--- config.mk ---
export PLATFORM = sky130hd
export DESIGN_NAME = slfd_top
export DESIGN_NICKNAME = d
export VERILOG_FILES = /design/src/slfd_pkg.sv /design/src/slfd_top.sv
export SDC_FILE = /design/constraint.sdc
export NUM_CORES = 1
export LEC_CHECK = 0
export BUFFER_PORTS_ARGS = -buffer_cell sky130_fd_sc_hd__buf_2
export CAP_MARGIN = 20
export CORE_MARGIN = 2
export CORE_UTILIZATION = 55
export CTS_CLUSTER_DIAMETER = 120
export DETAILED_ROUTE_END_ITERATION = 10
export PLACE_DENSITY = 0.77
export SYNTH_ARGS = -nofsm -noshare
export SYNTH_HDL_FRONTEND = slang
export SYNTH_SLANG_ARGS = --single-unit
--- constraint.sdc ---
create_clock -name pclk -period 3.2 [get_ports pclk]
set_clock_uncertainty 0.1 [all_clocks]
set_input_delay 0.32 -clock pclk [delete_from_list [all_inputs] [get_ports pclk]]
set_output_delay 0.32 -clock pclk [all_outputs]
set_load 0.05 [all_outputs]
--- src/slfd_pkg.sv ---
// Constants, register map and level codes of the segment display frame driver
// How it works
// Drives up to four common lines and twenty-five segment lines.
// Duty is static, one half, one third or one quarter.
// Bias is static, one half or one third.
// Source clock is the system clock unless the async select picks the pin.
// Twelve-bit ripple counter divides source by 16 up to 4096.
// A further divide by 1 to 8 gives the frame timing tick.
// One memory group per common; a one bit lights the segment.
// Lit segments run opposite to the addressed common, dark ones in phase.
// Every frame starts on common zero at full swing.
// Common n takes memory words 5n to 5n+3 into the decoder, word 5n+3 for bit 0 only.
// Commons follow in turn up to the duty count, then a new frame.
// Memory is snapshotted before each frame; writes never disturb it.
// Extra intermediate levels: one for half bias, two for third bias.
// Drive polarity alternates so no segment sees a DC component.
// All outputs stay inhibited until the supply ready signal rises.
// Buffers run for the drive time only, then pins are tri-stated.
// Software clears power reduce before use; block idles while it is set.
// Two-common duty accepts third bias as well as half bias.
// Unused segment and common pins are released as port pins.
// Memory, blanking, low power select and contrast are latched together.
// Low power waveform latches and flags only every second frame.
// Blanking finishes the frame, then grounds all pins, memory kept.
// Frame flag sets at each latch; interrupt when enabled.
// Sequencer runs only while enabled and restarts at common zero.
package slfd_pkg;
  // Register byte offsets
  localparam logic [7:0] SLFD_CTRLA_OFS = 8'h00;
  localparam logic [7:0] SLFD_CTRLB_OFS = 8'h04;
  localparam logic [7:0] SLFD_FRR_OFS = 8'h08;
  localparam logic [7:0] SLFD_CCR_OFS = 8'h0C;
  localparam logic [7:0] SLFD_PWR_OFS = 8'h10;
  localparam logic [7:0] SLFD_MASK_OFS = 8'h14;
  localparam logic [7:0] SLFD_STAT_OFS = 8'h18;
  localparam logic [7:0] SLFD_MEM_OFS = 8'h20;
  localparam int SLFD_MEM_WORDS = 20;
  localparam int SLFD_GRP_BITS = 40;
  // Field positions
  localparam int SLFD_EN_BIT = 7;
  localparam int SLFD_LPW_BIT = 6;
  localparam int SLFD_FLAG_BIT = 4;
  localparam int SLFD_IE_BIT = 3;
  localparam int SLFD_BLANK_BIT = 0;
  localparam int SLFD_ACS_BIT = 7;
  localparam int SLFD_DUTY_LSB = 4;
  localparam int SLFD_BIAS_LSB = 0;
  localparam int SLFD_PS_LSB = 4;
  localparam int SLFD_CD_LSB = 0;
  localparam int SLFD_DT_LSB = 5;
  localparam int SLFD_CC_LSB = 0;
  // Reset values
  localparam logic [7:0] SLFD_CTRL_RST = 8'h00;
  localparam logic SLFD_PWR_RST = 1'b1;
  localparam logic [24:0] SLFD_MASK_RST = 25'h1FFFFFF;
  // Bias codes and drive level codes
  localparam logic [1:0] SLFD_BIAS_STATIC = 2'h0;
  localparam logic [1:0] SLFD_BIAS_HALF = 2'h1;
  localparam logic [1:0] SLFD_LVL_GND = 2'h0;
  localparam logic [1:0] SLFD_LVL_LOW = 2'h1;
  localparam logic [1:0] SLFD_LVL_HIGH = 2'h2;
  localparam logic [1:0] SLFD_LVL_FULL = 2'h3;
  localparam logic [2:0] SLFD_DT_ALWAYS = 3'h7;
  // Sequencer states
  typedef enum logic [2:0] {
    SLFD_ST_OFF = 3'b001,
    SLFD_ST_RUN = 3'b010,
    SLFD_ST_BLANK = 3'b100
  } slfd_state_t;
endpackage

--- src/slfd_top.sv ---
// Segment display frame driver: APB registers, prescaler, sequencer, level decoder
`timescale 1ns/1ps
module slfd_top
  import slfd_pkg::*;
#(
  parameter int NSEG = 25,
  parameter int NCOM = 4,
  parameter int DRIVE_STEP_CYC = 16
) (
  // Clock and reset
  input wire logic pclk,
  input wire logic presetn,
  // APB slave
  input wire logic psel,
  input wire logic penable,
  input wire logic pwrite,
  input wire logic [7:0] paddr,
  input wire logic [31:0] pwdata,
  output logic [31:0] prdata,
  output logic pready,
  output logic pslverr,
  // Clock pin and supply status
  input wire logic timer_osc_input_pin,
  input wire logic supply_ready,
  // Panel drive
  output logic [2*NCOM-1:0] com_level,
  output logic [NCOM-1:0] com_oe,
  output logic [2*NSEG-1:0] seg_level,
  output logic [NSEG-1:0] seg_oe,
  output logic buffer_on,
  output logic [NCOM-1:0] com_port_release,
  output logic [NSEG-1:0] seg_port_release,
  output logic [3:0] contrast_level,
  output logic frame_irq
);

  // Registers written by software
  logic [7:0] ctrla_ff;
  logic [7:0] ctrlb_ff;
  logic [7:0] frr_ff;
  logic [7:0] ccr_ff;
  logic pwr_ff;
  logic [24:0] mask_ff;
  logic [7:0] mem_ff [SLFD_MEM_WORDS];
  logic flag_ff;
  // Frame snapshot
  logic [8*SLFD_MEM_WORDS-1:0] lat_ff;
  logic lat_blank_ff;
  logic lat_lpw_ff;
  logic [3:0] lat_cc_ff;
  // Timing and sequencing
  logic osc_prev_ff;
  logic [11:0] ripple_ff;
  logic [2:0] div_ff;
  logic [1:0] com_idx_ff;
  logic half_ff;
  logic par_ff;
  logic [15:0] drive_cnt_ff;
  slfd_state_t state_ff;
  slfd_state_t nxt_state;
  // APB answer flops
  logic [31:0] rdata_ff;
  logic err_ff;

  // Prescale tap mask: division by 16 .. 4096
  function automatic logic [11:0] presc_mask(input logic [2:0] sel);
    logic [11:0] m;
    m = 12'h000;
    case (sel)
      3'h0: m = 12'h00F;
      3'h1: m = 12'h03F;
      3'h2: m = 12'h07F;
      3'h3: m = 12'h0FF;
      3'h4: m = 12'h1FF;
      3'h5: m = 12'h3FF;
      3'h6: m = 12'h7FF;
      default: m = 12'hFFF;
    endcase
    return m;
  endfunction

  // Drive level of one pin for the current common slot and polarity
  function automatic logic [1:0] pin_level(input logic [1:0] bias, input logic is_com,
                                           input logic sel, input logic pol);
    logic [1:0] l;
    l = SLFD_LVL_GND;
    if (is_com) begin
      if (sel) begin
        l = pol ? SLFD_LVL_FULL : SLFD_LVL_GND;
      end else if (bias == SLFD_BIAS_HALF) begin
        l = SLFD_LVL_LOW;
      end else if (bias != SLFD_BIAS_STATIC) begin
        l = pol ? SLFD_LVL_LOW : SLFD_LVL_HIGH;
      end else begin
        l = SLFD_LVL_GND;
      end
    end else begin
      if (sel) begin
        l = pol ? SLFD_LVL_GND : SLFD_LVL_FULL;
      end else if (bias != SLFD_BIAS_STATIC && bias != SLFD_BIAS_HALF) begin
        l = pol ? SLFD_LVL_HIGH : SLFD_LVL_LOW;
      end else begin
        l = pol ? SLFD_LVL_FULL : SLFD_LVL_GND;
      end
    end
    return l;
  endfunction

  // Field decode
  wire logic enable = ctrla_ff[SLFD_EN_BIT];
  wire logic irq_en = ctrla_ff[SLFD_IE_BIT];
  wire logic async_clock_select = ctrlb_ff[SLFD_ACS_BIT];
  wire logic [1:0] duty_sel = ctrlb_ff[SLFD_DUTY_LSB +: 2];
  wire logic [1:0] bias_sel = ctrlb_ff[SLFD_BIAS_LSB +: 2];
  wire logic [2:0] frame_prescale_select = frr_ff[SLFD_PS_LSB +: 3];
  wire logic [2:0] frame_clock_divide = frr_ff[SLFD_CD_LSB +: 3];
  wire logic [2:0] drive_time_select = ccr_ff[SLFD_DT_LSB +: 3];
  wire logic active = enable & ~pwr_ff;

  // APB decode
  wire logic acc = psel & penable;
  wire logic setup = psel & ~penable;
  wire logic mem_hit = paddr[7:2] >= SLFD_MEM_OFS[7:2] &&
                       paddr[7:2] < SLFD_MEM_OFS[7:2] + 6'(SLFD_MEM_WORDS);
  wire logic [4:0] mem_idx = 5'(paddr[7:2] - SLFD_MEM_OFS[7:2]);
  wire logic reg_hit = paddr[1:0] == 2'h0 && (mem_hit || paddr <= SLFD_STAT_OFS);
  wire logic wr = acc & pwrite & reg_hit;
  wire logic wr_a = wr && paddr == SLFD_CTRLA_OFS;

  // Source clock, prescaler and divider
  wire logic src_tick = async_clock_select ? (timer_osc_input_pin & ~osc_prev_ff) : 1'b1;
  wire logic [11:0] pmask = presc_mask(frame_prescale_select);
  wire logic ps_tick = active & src_tick & ((ripple_ff & pmask) == pmask);
  wire logic step = ps_tick && div_ff == frame_clock_divide;

  // Frame position
  wire logic slot_end = lat_lpw_ff | half_ff;
  wire logic last_com = com_idx_ff == duty_sel;
  wire logic frame_end = step & slot_end & last_com;
  wire logic start = active && state_ff == SLFD_ST_OFF;
  wire logic latch_now = start | (frame_end & (~lat_lpw_ff | par_ff));
  wire logic pol = lat_lpw_ff ? par_ff : half_ff;
  wire logic drive_live = drive_cnt_ff != 16'h0000 || drive_time_select == SLFD_DT_ALWAYS;
  wire logic blanked = state_ff == SLFD_ST_BLANK && lat_blank_ff;
  wire logic pins_on = active & supply_ready & (blanked | drive_live);

  // Sequencer state selection
  always_comb begin
    nxt_state = state_ff;
    case (state_ff)
      SLFD_ST_OFF: begin
        if (active) begin
          nxt_state = SLFD_ST_RUN;
        end
      end
      SLFD_ST_RUN: begin
        if (!active) begin
          nxt_state = SLFD_ST_OFF;
        end else if (latch_now && ctrla_ff[SLFD_BLANK_BIT]) begin
          nxt_state = SLFD_ST_BLANK;
        end
      end
      SLFD_ST_BLANK: begin
        if (!active) begin
          nxt_state = SLFD_ST_OFF;
        end else if (latch_now && !ctrla_ff[SLFD_BLANK_BIT]) begin
          nxt_state = SLFD_ST_RUN;
        end
      end
      default: nxt_state = SLFD_ST_OFF;
    endcase
  end

  // Control registers; the flag set beats a software clear
  always_ff @(posedge pclk or negedge presetn) begin
    if (!presetn) begin
      ctrla_ff <= SLFD_CTRL_RST;
      ctrlb_ff <= SLFD_CTRL_RST;
      frr_ff <= SLFD_CTRL_RST;
      ccr_ff <= SLFD_CTRL_RST;
      pwr_ff <= SLFD_PWR_RST;
      mask_ff <= SLFD_MASK_RST;
    end else if (wr) begin
      if (wr_a) ctrla_ff <= pwdata[7:0];
      if (paddr == SLFD_CTRLB_OFS) ctrlb_ff <= pwdata[7:0];
      if (paddr == SLFD_FRR_OFS) frr_ff <= pwdata[7:0];
      if (paddr == SLFD_CCR_OFS) ccr_ff <= pwdata[7:0];
      if (paddr == SLFD_PWR_OFS) pwr_ff <= pwdata[0];
      if (paddr == SLFD_MASK_OFS) mask_ff <= pwdata[24:0];
    end
  end

  // Frame event flag, write one to clear
  always_ff @(posedge pclk or negedge presetn) begin
    if (!presetn) begin
      flag_ff <= 1'b0;
    end else if (latch_now) begin
      flag_ff <= 1'b1;
    end else if (wr_a && pwdata[SLFD_FLAG_BIT]) begin
      flag_ff <= 1'b0;
    end
  end

  // Display memory, one group of five words per common
  always_ff @(posedge pclk or negedge presetn) begin
    if (!presetn) begin
      for (int i = 0; i < SLFD_MEM_WORDS; i++) mem_ff[i] <= 8'h00;
    end else if (wr && mem_hit) begin
      mem_ff[mem_idx] <= pwdata[7:0];
    end
  end

  // Snapshot of memory and frame settings at frame start
  always_ff @(posedge pclk or negedge presetn) begin
    if (!presetn) begin
      lat_ff <= '0;
      lat_blank_ff <= 1'b0;
      lat_lpw_ff <= 1'b0;
      lat_cc_ff <= 4'h0;
    end else if (latch_now) begin
      for (int i = 0; i < SLFD_MEM_WORDS; i++) lat_ff[8*i +: 8] <= mem_ff[i];
      lat_blank_ff <= ctrla_ff[SLFD_BLANK_BIT];
      lat_lpw_ff <= ctrla_ff[SLFD_LPW_BIT];
      lat_cc_ff <= ccr_ff[SLFD_CC_LSB +: 4];
    end
  end

  // Ripple prescaler and 1-to-8 divider; both held clear while idle
  always_ff @(posedge pclk or negedge presetn) begin
    if (!presetn) begin
      osc_prev_ff <= 1'b0;
      ripple_ff <= 12'h000;
      div_ff <= 3'h0;
    end else begin
      osc_prev_ff <= timer_osc_input_pin;
      if (!active) begin
        ripple_ff <= 12'h000;
        div_ff <= 3'h0;
      end else if (src_tick) begin
        ripple_ff <= ripple_ff + 12'h001;
        if (ps_tick) div_ff <= step ? 3'h0 : div_ff + 3'h1;
      end
    end
  end

  // Common slot walk: two half slots each, or one in low power mode
  always_ff @(posedge pclk or negedge presetn) begin
    if (!presetn) begin
      state_ff <= SLFD_ST_OFF;
      com_idx_ff <= 2'h0;
      half_ff <= 1'b0;
      par_ff <= 1'b0;
    end else begin
      state_ff <= nxt_state;
      if (!active) begin
        com_idx_ff <= 2'h0;
        half_ff <= 1'b0;
        par_ff <= 1'b0;
      end else if (step) begin
        half_ff <= lat_lpw_ff ? 1'b0 : ~half_ff;
        if (frame_end) begin
          com_idx_ff <= 2'h0;
          par_ff <= ~par_ff;
        end else if (slot_end) begin
          com_idx_ff <= com_idx_ff + 2'h1;
        end
      end
    end
  end

  // Drive-time counter restarts at each level change
  always_ff @(posedge pclk or negedge presetn) begin
    if (!presetn) begin
      drive_cnt_ff <= 16'h0000;
    end else if (step || start) begin
      drive_cnt_ff <= 16'((int'(drive_time_select) + 1) * DRIVE_STEP_CYC);
    end else if (drive_cnt_ff != 16'h0000) begin
      drive_cnt_ff <= drive_cnt_ff - 16'h0001;
    end
  end

  // Level registers per common and segment; blanking grounds every pin
  genvar g;
  generate
    for (g = 0; g < NCOM; g++) begin : g_com
      wire logic used = duty_sel >= 2'(g);
      always_ff @(posedge pclk or negedge presetn) begin
        if (!presetn) begin
          com_level[2*g +: 2] <= SLFD_LVL_GND;
          com_oe[g] <= 1'b0;
          com_port_release[g] <= 1'b1;
        end else begin
          com_level[2*g +: 2] <= (blanked || !active) ? SLFD_LVL_GND :
            pin_level(bias_sel, 1'b1, com_idx_ff == 2'(g), pol);
          com_oe[g] <= pins_on & used;
          com_port_release[g] <= ~(active & used);
        end
      end
    end
    for (g = 0; g < NSEG; g++) begin : g_seg
      wire logic lit = lat_ff[int'(com_idx_ff) * SLFD_GRP_BITS + g];
      always_ff @(posedge pclk or negedge presetn) begin
        if (!presetn) begin
          seg_level[2*g +: 2] <= SLFD_LVL_GND;
          seg_oe[g] <= 1'b0;
          seg_port_release[g] <= 1'b1;
        end else begin
          seg_level[2*g +: 2] <= (blanked || !active) ? SLFD_LVL_GND :
            pin_level(bias_sel, 1'b0, lit, pol);
          seg_oe[g] <= pins_on & mask_ff[g];
          seg_port_release[g] <= ~(active & mask_ff[g]);
        end
      end
    end
  endgenerate

  // Buffer enable, contrast and interrupt; buffers only matter with bias levels
  always_ff @(posedge pclk or negedge presetn) begin
    if (!presetn) begin
      buffer_on <= 1'b0;
      contrast_level <= 4'h0;
      frame_irq <= 1'b0;
    end else begin
      buffer_on <= pins_on & ~blanked & drive_live & (bias_sel != SLFD_BIAS_STATIC);
      contrast_level <= lat_cc_ff;
      frame_irq <= flag_ff & irq_en;
    end
  end

  // Read mux, captured in the setup cycle so the access phase has no wait
  wire logic [31:0] status = {27'h0, active, supply_ready, blanked, com_idx_ff};
  wire logic [7:0] ctrla_rd = {ctrla_ff[7:5], flag_ff, ctrla_ff[3:0]};
  always_ff @(posedge pclk or negedge presetn) begin
    if (!presetn) begin
      rdata_ff <= 32'h0;
      err_ff <= 1'b0;
    end else if (setup) begin
      err_ff <= ~reg_hit;
      rdata_ff <= 32'h0;
      if (mem_hit) rdata_ff <= {24'h0, mem_ff[mem_idx]};
      else if (paddr == SLFD_CTRLA_OFS) rdata_ff <= {24'h0, ctrla_rd};
      else if (paddr == SLFD_CTRLB_OFS) rdata_ff <= {24'h0, ctrlb_ff};
      else if (paddr == SLFD_FRR_OFS) rdata_ff <= {24'h0, frr_ff};
      else if (paddr == SLFD_CCR_OFS) rdata_ff <= {24'h0, ccr_ff};
      else if (paddr == SLFD_PWR_OFS) rdata_ff <= {31'h0, pwr_ff};
      else if (paddr == SLFD_MASK_OFS) rdata_ff <= {7'h0, mask_ff};
      else if (paddr == SLFD_STAT_OFS) rdata_ff <= status;
    end
  end

  // APB answers
  assign pready = 1'b1;
  assign pslverr = acc & err_ff;
  assign prdata = (acc & ~pwrite & ~err_ff) ? rdata_ff : 32'h0;

endmodule // slfd_top

==> impl_metrics.json, run 1 <==
{
  "cap_violations": 0,
  "worst-setup-path-type": "reg -> reg",
  "dr.first_iter.drc_count": 1986,
  "crit_slowest_cell": "dfrtp_4",
  "floorplan.io_pins": 203,
  "clock_transition_at_the_registers_of_the_reported_paths_ns": 0.07,
  "rsz_0062_raised_after_global_routing": "false",
  "tns_setup_ns": 0,
  "crit_arrival_ns": 3.44,
  "yosysWarningCount": 0,
  "run_status": "completed",
  "postSynthRegisterBits": 571,
  "achievable-frequency_mhz": 325,
  "chipWidth_um": 227,
  "critical_path_buf_inv_count": 3,
  "grt.total_usage_pct": 29.6,
  "grt_first_pass_wirelength_um": 114000,
  "fillerInstances": 3424,
  "p_leak_nw": 15.2,
  "fp.coreArea_um2": 49000,
  "finalHoldViolations": 0,
  "clock-root-buffer": "clkbuf_16",
  "first_pass_iters": 6,
  "grt_max_degree": 85,
  "finalMaxSlewViolations": 0,
  "initial_core_util_pct": 55.8,
  "synthArstFlopShare_pct": 100,
  "antenna_found_initial": 1,
  "gr-total-overflow": 0,
  "setup-violations-final": 0,
  "tritoncts": "yes",
  "layout.cell_area.non_filler_um2": 31700,
  "drive_above_1_share_pct": 43.7,
  "syn_avg_cell_area_um2": 13.8,
  "max_slew.worst_pin.slew_ns": 0.926,
  "via_count_of_the_first_global_routing_pass": 18518,
  "post-route-period-util_pct": 96.2,
  "fp-row-count": 81,
  "number_of_buffers_inserted_by_port_buffering": 187,
  "post_synth_instance_area_um2": 27300,
  "post_synth_num_cell_types": 70,
  "p_per_area_nw_per_um2": 481,
  "ys_seq_area_share_pct": 52.5,
  "yosys_most_used_dff": "dfrtp_1",
  "via_count": 18244,
  "syn_to_final_growth_pct": 16.1,
  "clk_path_buf_depth": 3,
  "cp_slowest_stage_delay_ns": 0.47,
  "floorplan.die_area_um2": 51500,
  "final.min_clock_period_ns": 3.08,
  "fin_ws_ns": 0.123,
  "cp-end-kind": "register",
  "detailed_place.area_um2": 29500,
  "final_antenna_net_count": 0,
  "worstSkewPairLatency_ns": 0.63,
  "totalWireLength_um": 74800,
  "critPathTopFamily": "buffers and inverters",
  "cts-buffers-inserted": 57,
  "ctsHtreeMaxLevel": 2,
  "required_ns": 3.57,
  "drc_errors": 0,
  "finalWeightedCongestion": 0.949,
  "dp_hpwl_um": 51300,
  "crit_chain": "inv_1 > ha_2 > buf_4 > mux2i_1 > a22oi_1 > nand2_1 > o21ai_1 > buf_4 > nor2_1 > mux2i_1",
  "startpoint_type": "register",
  "vdd.ir_drop.worst_v": 0.000374,
  "preCtsSetupSlack_ns": 0.0625,
  "drt-vias-per-instance": 6.23,
  "synth_edf_count": 0,
  "min-delay-path-class": "in -> reg",
  "critical_path_peak_fanout": 24,
  "cts.sink_count": 571,
  "synthCells": 1974,
  "die_h_um": 227,
  "routed_length_per_placed_instance_um": 25.5,
  "finish.net_count": 2276,
  "max_slew_margin_pct": 38.1
}
## final timing paths
path	start	end	slack [ns]	depth (start not counted)
hold reg to reg	lat_cc_ff[0]$_DFFE_PN0N_	contrast_level[0]$_DFF_PN0_	0.27	0
min in group asynchronous	presetn	seg_level[46]$_DFF_PN0_	0.20	2
max in group asynchronous	presetn	lat_ff[79]$_DFFE_PN0N_	1.85	3
hold / removal	penable	rdata_ff[7]$_DFFE_PN0P_	0.10	5
setup / recovery	com_idx_ff[0]$_DFFE_PN0P_	seg_level[28]$_DFF_PN0_	0.12	10
setup reg to reg	com_idx_ff[0]$_DFFE_PN0P_	seg_level[28]$_DFF_PN0_	0.12	10
## cells in the final DEF (no fill, tap or decap), drive strengths merged, types with 19 or more instances in the layout
master         n
a22o          19
mux2         393
mux4         113
xnor2         37
nand2         97
clkbuf        84
dlygate4sd3   22
nor3          24
nand3         38
buf          288
nor2         129
and2          53
a21oi         33
dfstp         56
o21ai         45
a22oi         39
mux2i         71
dfrtp        515
## registers in the layout, summed over array words and instances, names as in the netlist, 7 cells and up
register,cells
seg_port_release,25
drive_cnt_ff,16
com_level,8
ripple_ff,12
ccr_ff,8
mask_ff,25
lat_ff,160
ctrla_ff,7
seg_oe,25
rdata_ff,25
frr_ff,8
mem_ff,160
seg_level,50
ctrlb_ff,8
## stage by stage
stage,utilization (%),hold slack [ns],total power [mW],instances
floorplan,-,-0.0756,8.03,1980
global placement,60.2,0.259,8.35,2795
CTS,64.8,0.0775,15.3,2926
finish,64.8,0.105,15.3,2927
detailed placement,60.3,0.265,8.39,2796
global route,64.8,0.153,15.7,2927
## report_power, final
group | total (mW) | switching [mW] | leakage (nW) | internal, mW
sequential | 7.49 | 0.133 | 7.73 | 7.36
combinational | 0.790 | 0.506 | 6.52 | 0.284
clock | 6.97 | 2.88 | 0.985 | 4.09
## final cells by class
| type | count | area, um^2 | area share, % |
|---|---|---|---|
| clock buffer | 84 | 1700 | 5.36 |
| clock inverter | 24 | 278 | 0.876 |
| inverter | 11 | 41.3 | 0.130 |
| timing repair buffer | 310 | 2200 | 6.93 |
| sequential | 571 | 14400 | 45.3 |
| antenna | 1 | 2.50 | 0.00789 |
| tap | 664 | 831 | 2.62 |
| multi-input combinational | 1262 | 12300 | 38.8 |
## Yosys cell counts (4+ instances only)
cell	count	area share [%]
and3_1	9	0.21
a21oi_1	32	0.59
buf_4	10	0.27
dfstp_2	56	5.4
buf_6	15	0.62
nand2b_1	16	0.37
o21ai_0	45	0.82
a22oi_1	39	1.1
inv_1	9	0.12
a221oi_1	4	0.13
nor2_1	108	1.5
xnor2_1	37	1.2
buf_1	12	0.16
mux2_2	264	11
nand4_1	5	0.11
a22o_1	19	0.61
mux2_4	129	7.1
nand2_1	97	1.3
dfrtp_1	515	47
nor4_1	8	0.18
o31ai_1	4	0.11
nor2b_1	15	0.34
a211oi_1	10	0.27
ha_1	16	0.73
o22ai_1	6	0.14
clkbuf_1	70	0.96
xor2_1	9	0.29
o311a_1	4	0.15
mux4_2	113	9.3
nor3_1	24	0.44
nor2_2	20	0.46
buf_2	29	0.53
mux2i_1	71	2.6
a2111oi_0	4	0.13
and2_1	53	1.2
nand3_1	37	0.68
nor3b_1	5	0.14
## per-layer routing
metal,global-route usage [%],up-vias,share of wire [%]
met5,0,-,0
met4,12.5,0,4.4
met3,7.13,217,8.9
met2,46.4,864,47
met1,39.8,9501,40
li1,-,7662,-
## kinds of logic (layout without fill, tap and decap cells)
kind of cell,Yosys count,in the layout,synth area share (%)
other,2,9,0.0275
and+or+nand+nor,416,416,7.55
adders and majority gates,16,16,0.733
AOI/OAI and AO/OA,199,199,5.09
DFF,571,571,52.5
xor gates and xnor gates,46,46,1.47
muxes,577,577,29.9
buffers and inverters,147,429,2.70
## what timing repair did
item | in CTS | in global routing
gates resized for setup | 0 | 5
hold buffers | 22 | 0
setup buffers | 0 | 0
endpoints found under the hold margin | 94 | 0
setup endpoints to repair | 0 | 21
## worst reg2reg max path: stages (launching register included)
cell,delay [ns]
dfrtp_4,0.47
inv_1,0.12
ha_2,0.44
buf_4,0.44
mux2i_1,0.24
a22oi_1,0.22
nand2_1,0.07
o21ai_1,0.43
buf_4,0.22
nor2_1,0.05
mux2i_1,0.12
Power figures use the tool's default switching activity.
==> run 2: changes to the inputs <==
==> constraint.sdc (replaced) <==
create_clock -name pclk -period 3.2 [get_ports pclk]
set_clock_uncertainty 0.1 [all_clocks]
set_input_delay 0.64 -clock pclk [delete_from_list [all_inputs] [get_ports pclk]]
set_output_delay 0.64 -clock pclk [all_outputs]
set_load 0.05 [all_outputs]
==> run 2 against run 1 <==
Compared with the run above:
- worst setup slack better by 0.021 ns
- sequential cell count unchanged
- sequential share of layout area down 0.26 points
- maximum frequency up 0.69%
- hold slack worse by 0.056 ns
- register-to-register slack better by 0.02 ns
- first-iteration DRC count down 13%
- critical path depth up 2
- final cell count about the same
==> impl_metrics.json, run 2 (synthesis results as in run 1) <==
{
  "cts.sink_count": 571,
  "first_pass_iters": 7,
  "mostFrequentLayoutCells": "dfrtp_1, mux2_2, buf_2, mux2_4, mux4_2",
  "p_per_area_nw_per_um2": 486,
  "floorplan.die_area_um2": 51500,
  "grt_max_degree": 87,
  "syn_to_final_growth_pct": 16.8,
  "finalHoldViolations": 0,
  "floorplan.io_pins": 203,
  "drive_above_1_share_pct": 44.8,
  "ctsHtreeMaxLevel": 2,
  "final.min_clock_period_ns": 3.06,
  "critical_path_peak_fanout": 9,
  "crit_top_cell": "buf_4",
  "final_antenna_net_count": 0,
  "cp-end-kind": "register",
  "crit_slowest_cell": "dfrtp_4",
  "clock-root-buffer": "clkbuf_16",
  "gr-total-overflow": 0,
  "fillerInstances": 3373,
  "routed_length_per_placed_instance_um": 25.5,
  "finalMaxSlewViolations": 0,
  "die_h_um": 227,
  "final_common_cell": "dfrtp_1",
  "min-delay-path-class": "in -> reg",
  "drt-vias-per-instance": 6.19,
  "via_count": 18132,
  "clk_path_buf_depth": 3,
  "required_ns": 3.57,
  "grt_first_pass_wirelength_um": 112000,
  "setup-violations-final": 0,
  "fp-row-count": 81,
  "chipWidth_um": 227,
  "via_count_of_the_first_global_routing_pass": 18454,
  "finish.net_count": 2279,
  "fp.coreArea_um2": 49000,
  "place_inst": 2818,
  "cts-buffers-inserted": 58,
  "cp_slowest_stage_delay_ns": 0.52,
  "finalWeightedCongestion": 0.968,
  "multi_input_area_um2": 12300,
  "vdd.ir_drop.worst_v": 0.000435,
  "number_of_buffers_inserted_by_port_buffering": 187,
  "cap_violations": 0,
  "post-route-period-util_pct": 95.5,
  "run_status": "completed",
  "initial_core_util_pct": 55.8,
  "worstSkewPairLatency_ns": 0.62,
  "postCtsSetupBuffers": 0,
  "dp_hpwl_um": 51600,
  "totalWireLength_um": 74600,
  "sequential_cell_area_um2": 14400,
  "max_slew_margin_pct": 27.5,
  "tns_setup_ns": 0,
  "min_delay_path_depth": 1,
  "tritoncts": "yes",
  "achievable-frequency_mhz": 327,
  "antenna_found_initial": 1,
  "dr.first_iter.drc_count": 1732,
  "startpoint_type": "register",
  "grt.total_usage_pct": 29.3,
  "rsz_0062_raised_after_global_routing": "false",
  "crit_arrival_ns": 3.42,
  "crit_chain": "inv_1 > buf_4 > ha_1 > buf_12 > buf_4 > nor3b_1 > buf_4 > nand2_1 > o41ai_1 > a221oi_1 > nand2b_1 > mux2i_1",
  "max_slew.worst_pin.slew_ns": 1.08,
  "biggestRegsByFlops": "lat_ff: 160 flops, mem_ff: 160 flops, seg_level: 50 flops",
  "drc_errors": 0,
  "worst-setup-path-type": "reg -> reg",
  "rr_worst_depth": 12,
  "p_leak_nw": 15.3,
  "clock_transition_at_the_registers_of_the_reported_paths_ns": 0.06,
  "post_layout_nonfiller_instances": 2929
}
run 2: cell count changes in the layout (fill, tap and decap cells not counted), moves of 3 or more:
cell           before  now
clkinvlp_4          1    4
clkbuf_1           12    8
buf_4              81   92
dlygate4sd3_1      22    1
buf_12             20   32
bufinv_16           5    8
run 2: layout make-up:
class / instances / share of cell area [%]
antenna: 1 / 0.00784
clock buffer: 79 / 5.27
clock inverter: 29 / 1.20
inverter: 11 / 0.129
multi-input combinational: 1262 / 38.5
sequential: 571 / 45.0
tap: 664 / 2.60
timing repair buffer: 312 / 7.24
run 2: final timing paths:
kind	start	endpoint	slack, ns
setup / recovery	com_idx_ff[0]$_DFFE_PN0P_	seg_level[32]$_DFF_PN0_	0.14
hold / removal	timer_osc_input_pin	osc_prev_ff$_DFF_PN0_	0.05
setup reg to reg	com_idx_ff[0]$_DFFE_PN0P_	seg_level[32]$_DFF_PN0_	0.14
hold reg to reg	lat_cc_ff[0]$_DFFE_PN0N_	contrast_level[0]$_DFF_PN0_	0.27
max in group asynchronous	presetn	mem_ff[1]$_DFFE_PN0P_	1.43
min in group asynchronous	presetn	seg_level[24]$_DFF_PN0_	0.46
run 2: timing repair:
item,CTS,global route
setup endpoints to repair,0,2
hold buffers,1,0
hold endpoints to repair,49,0
resized for setup,0,1
run 2: per-layer routing:
metal / GRT usage [%] / up-vias / part of all wire [%]
met2: 46.9 / 864 / 48
met5: 0 / - / 0
li1: - / 7696 / -
met3: 7.66 / 196 / 9.1
met4: 11.4 / 0 / 4.0
met1: 38.4 / 9376 / 39
run 2: per-stage QoR:
step | instance area (um^2) | utilization (%) | power, mW | worst slack, ns | hold WS (ns)
finish | 31900 | 65.2 | 15.5 | 0.144 | 0.0488
global route | 31900 | 65.2 | 16.0 | 0.00529 | 0.0190
CTS | 31900 | 65.1 | 15.6 | 0.168 | 0.0185
detailed placement | 29800 | 60.9 | 8.41 | 0.116 | 0.261
global placement | 29800 | 60.9 | 8.36 | 0.0976 | 0.258
floorplan | 27400 | - | 8.03 | 0.0448 | 0.244
run 2: critical path, delay by kind of cell, from the launching register on:
kind | cells | cell delay, ns
AOI/OAI and AO/OA | 2 | 0.60
muxes | 1 | 0.16
buffers and inverters | 5 | 0.90
adders and majority gates | 1 | 0.29
DFF | 1 | 0.52
and+or+nand+nor | 3 | 0.32
run 2: power by group:
part           leakage, nW  internal [mW]  total (mW)  switching, mW
registers             7.73           7.36        7.50          0.139
clock network         1.02           4.33        7.23           2.90
logic                 6.57          0.279       0.792          0.513
total                 15.3           12.0        15.5           3.55
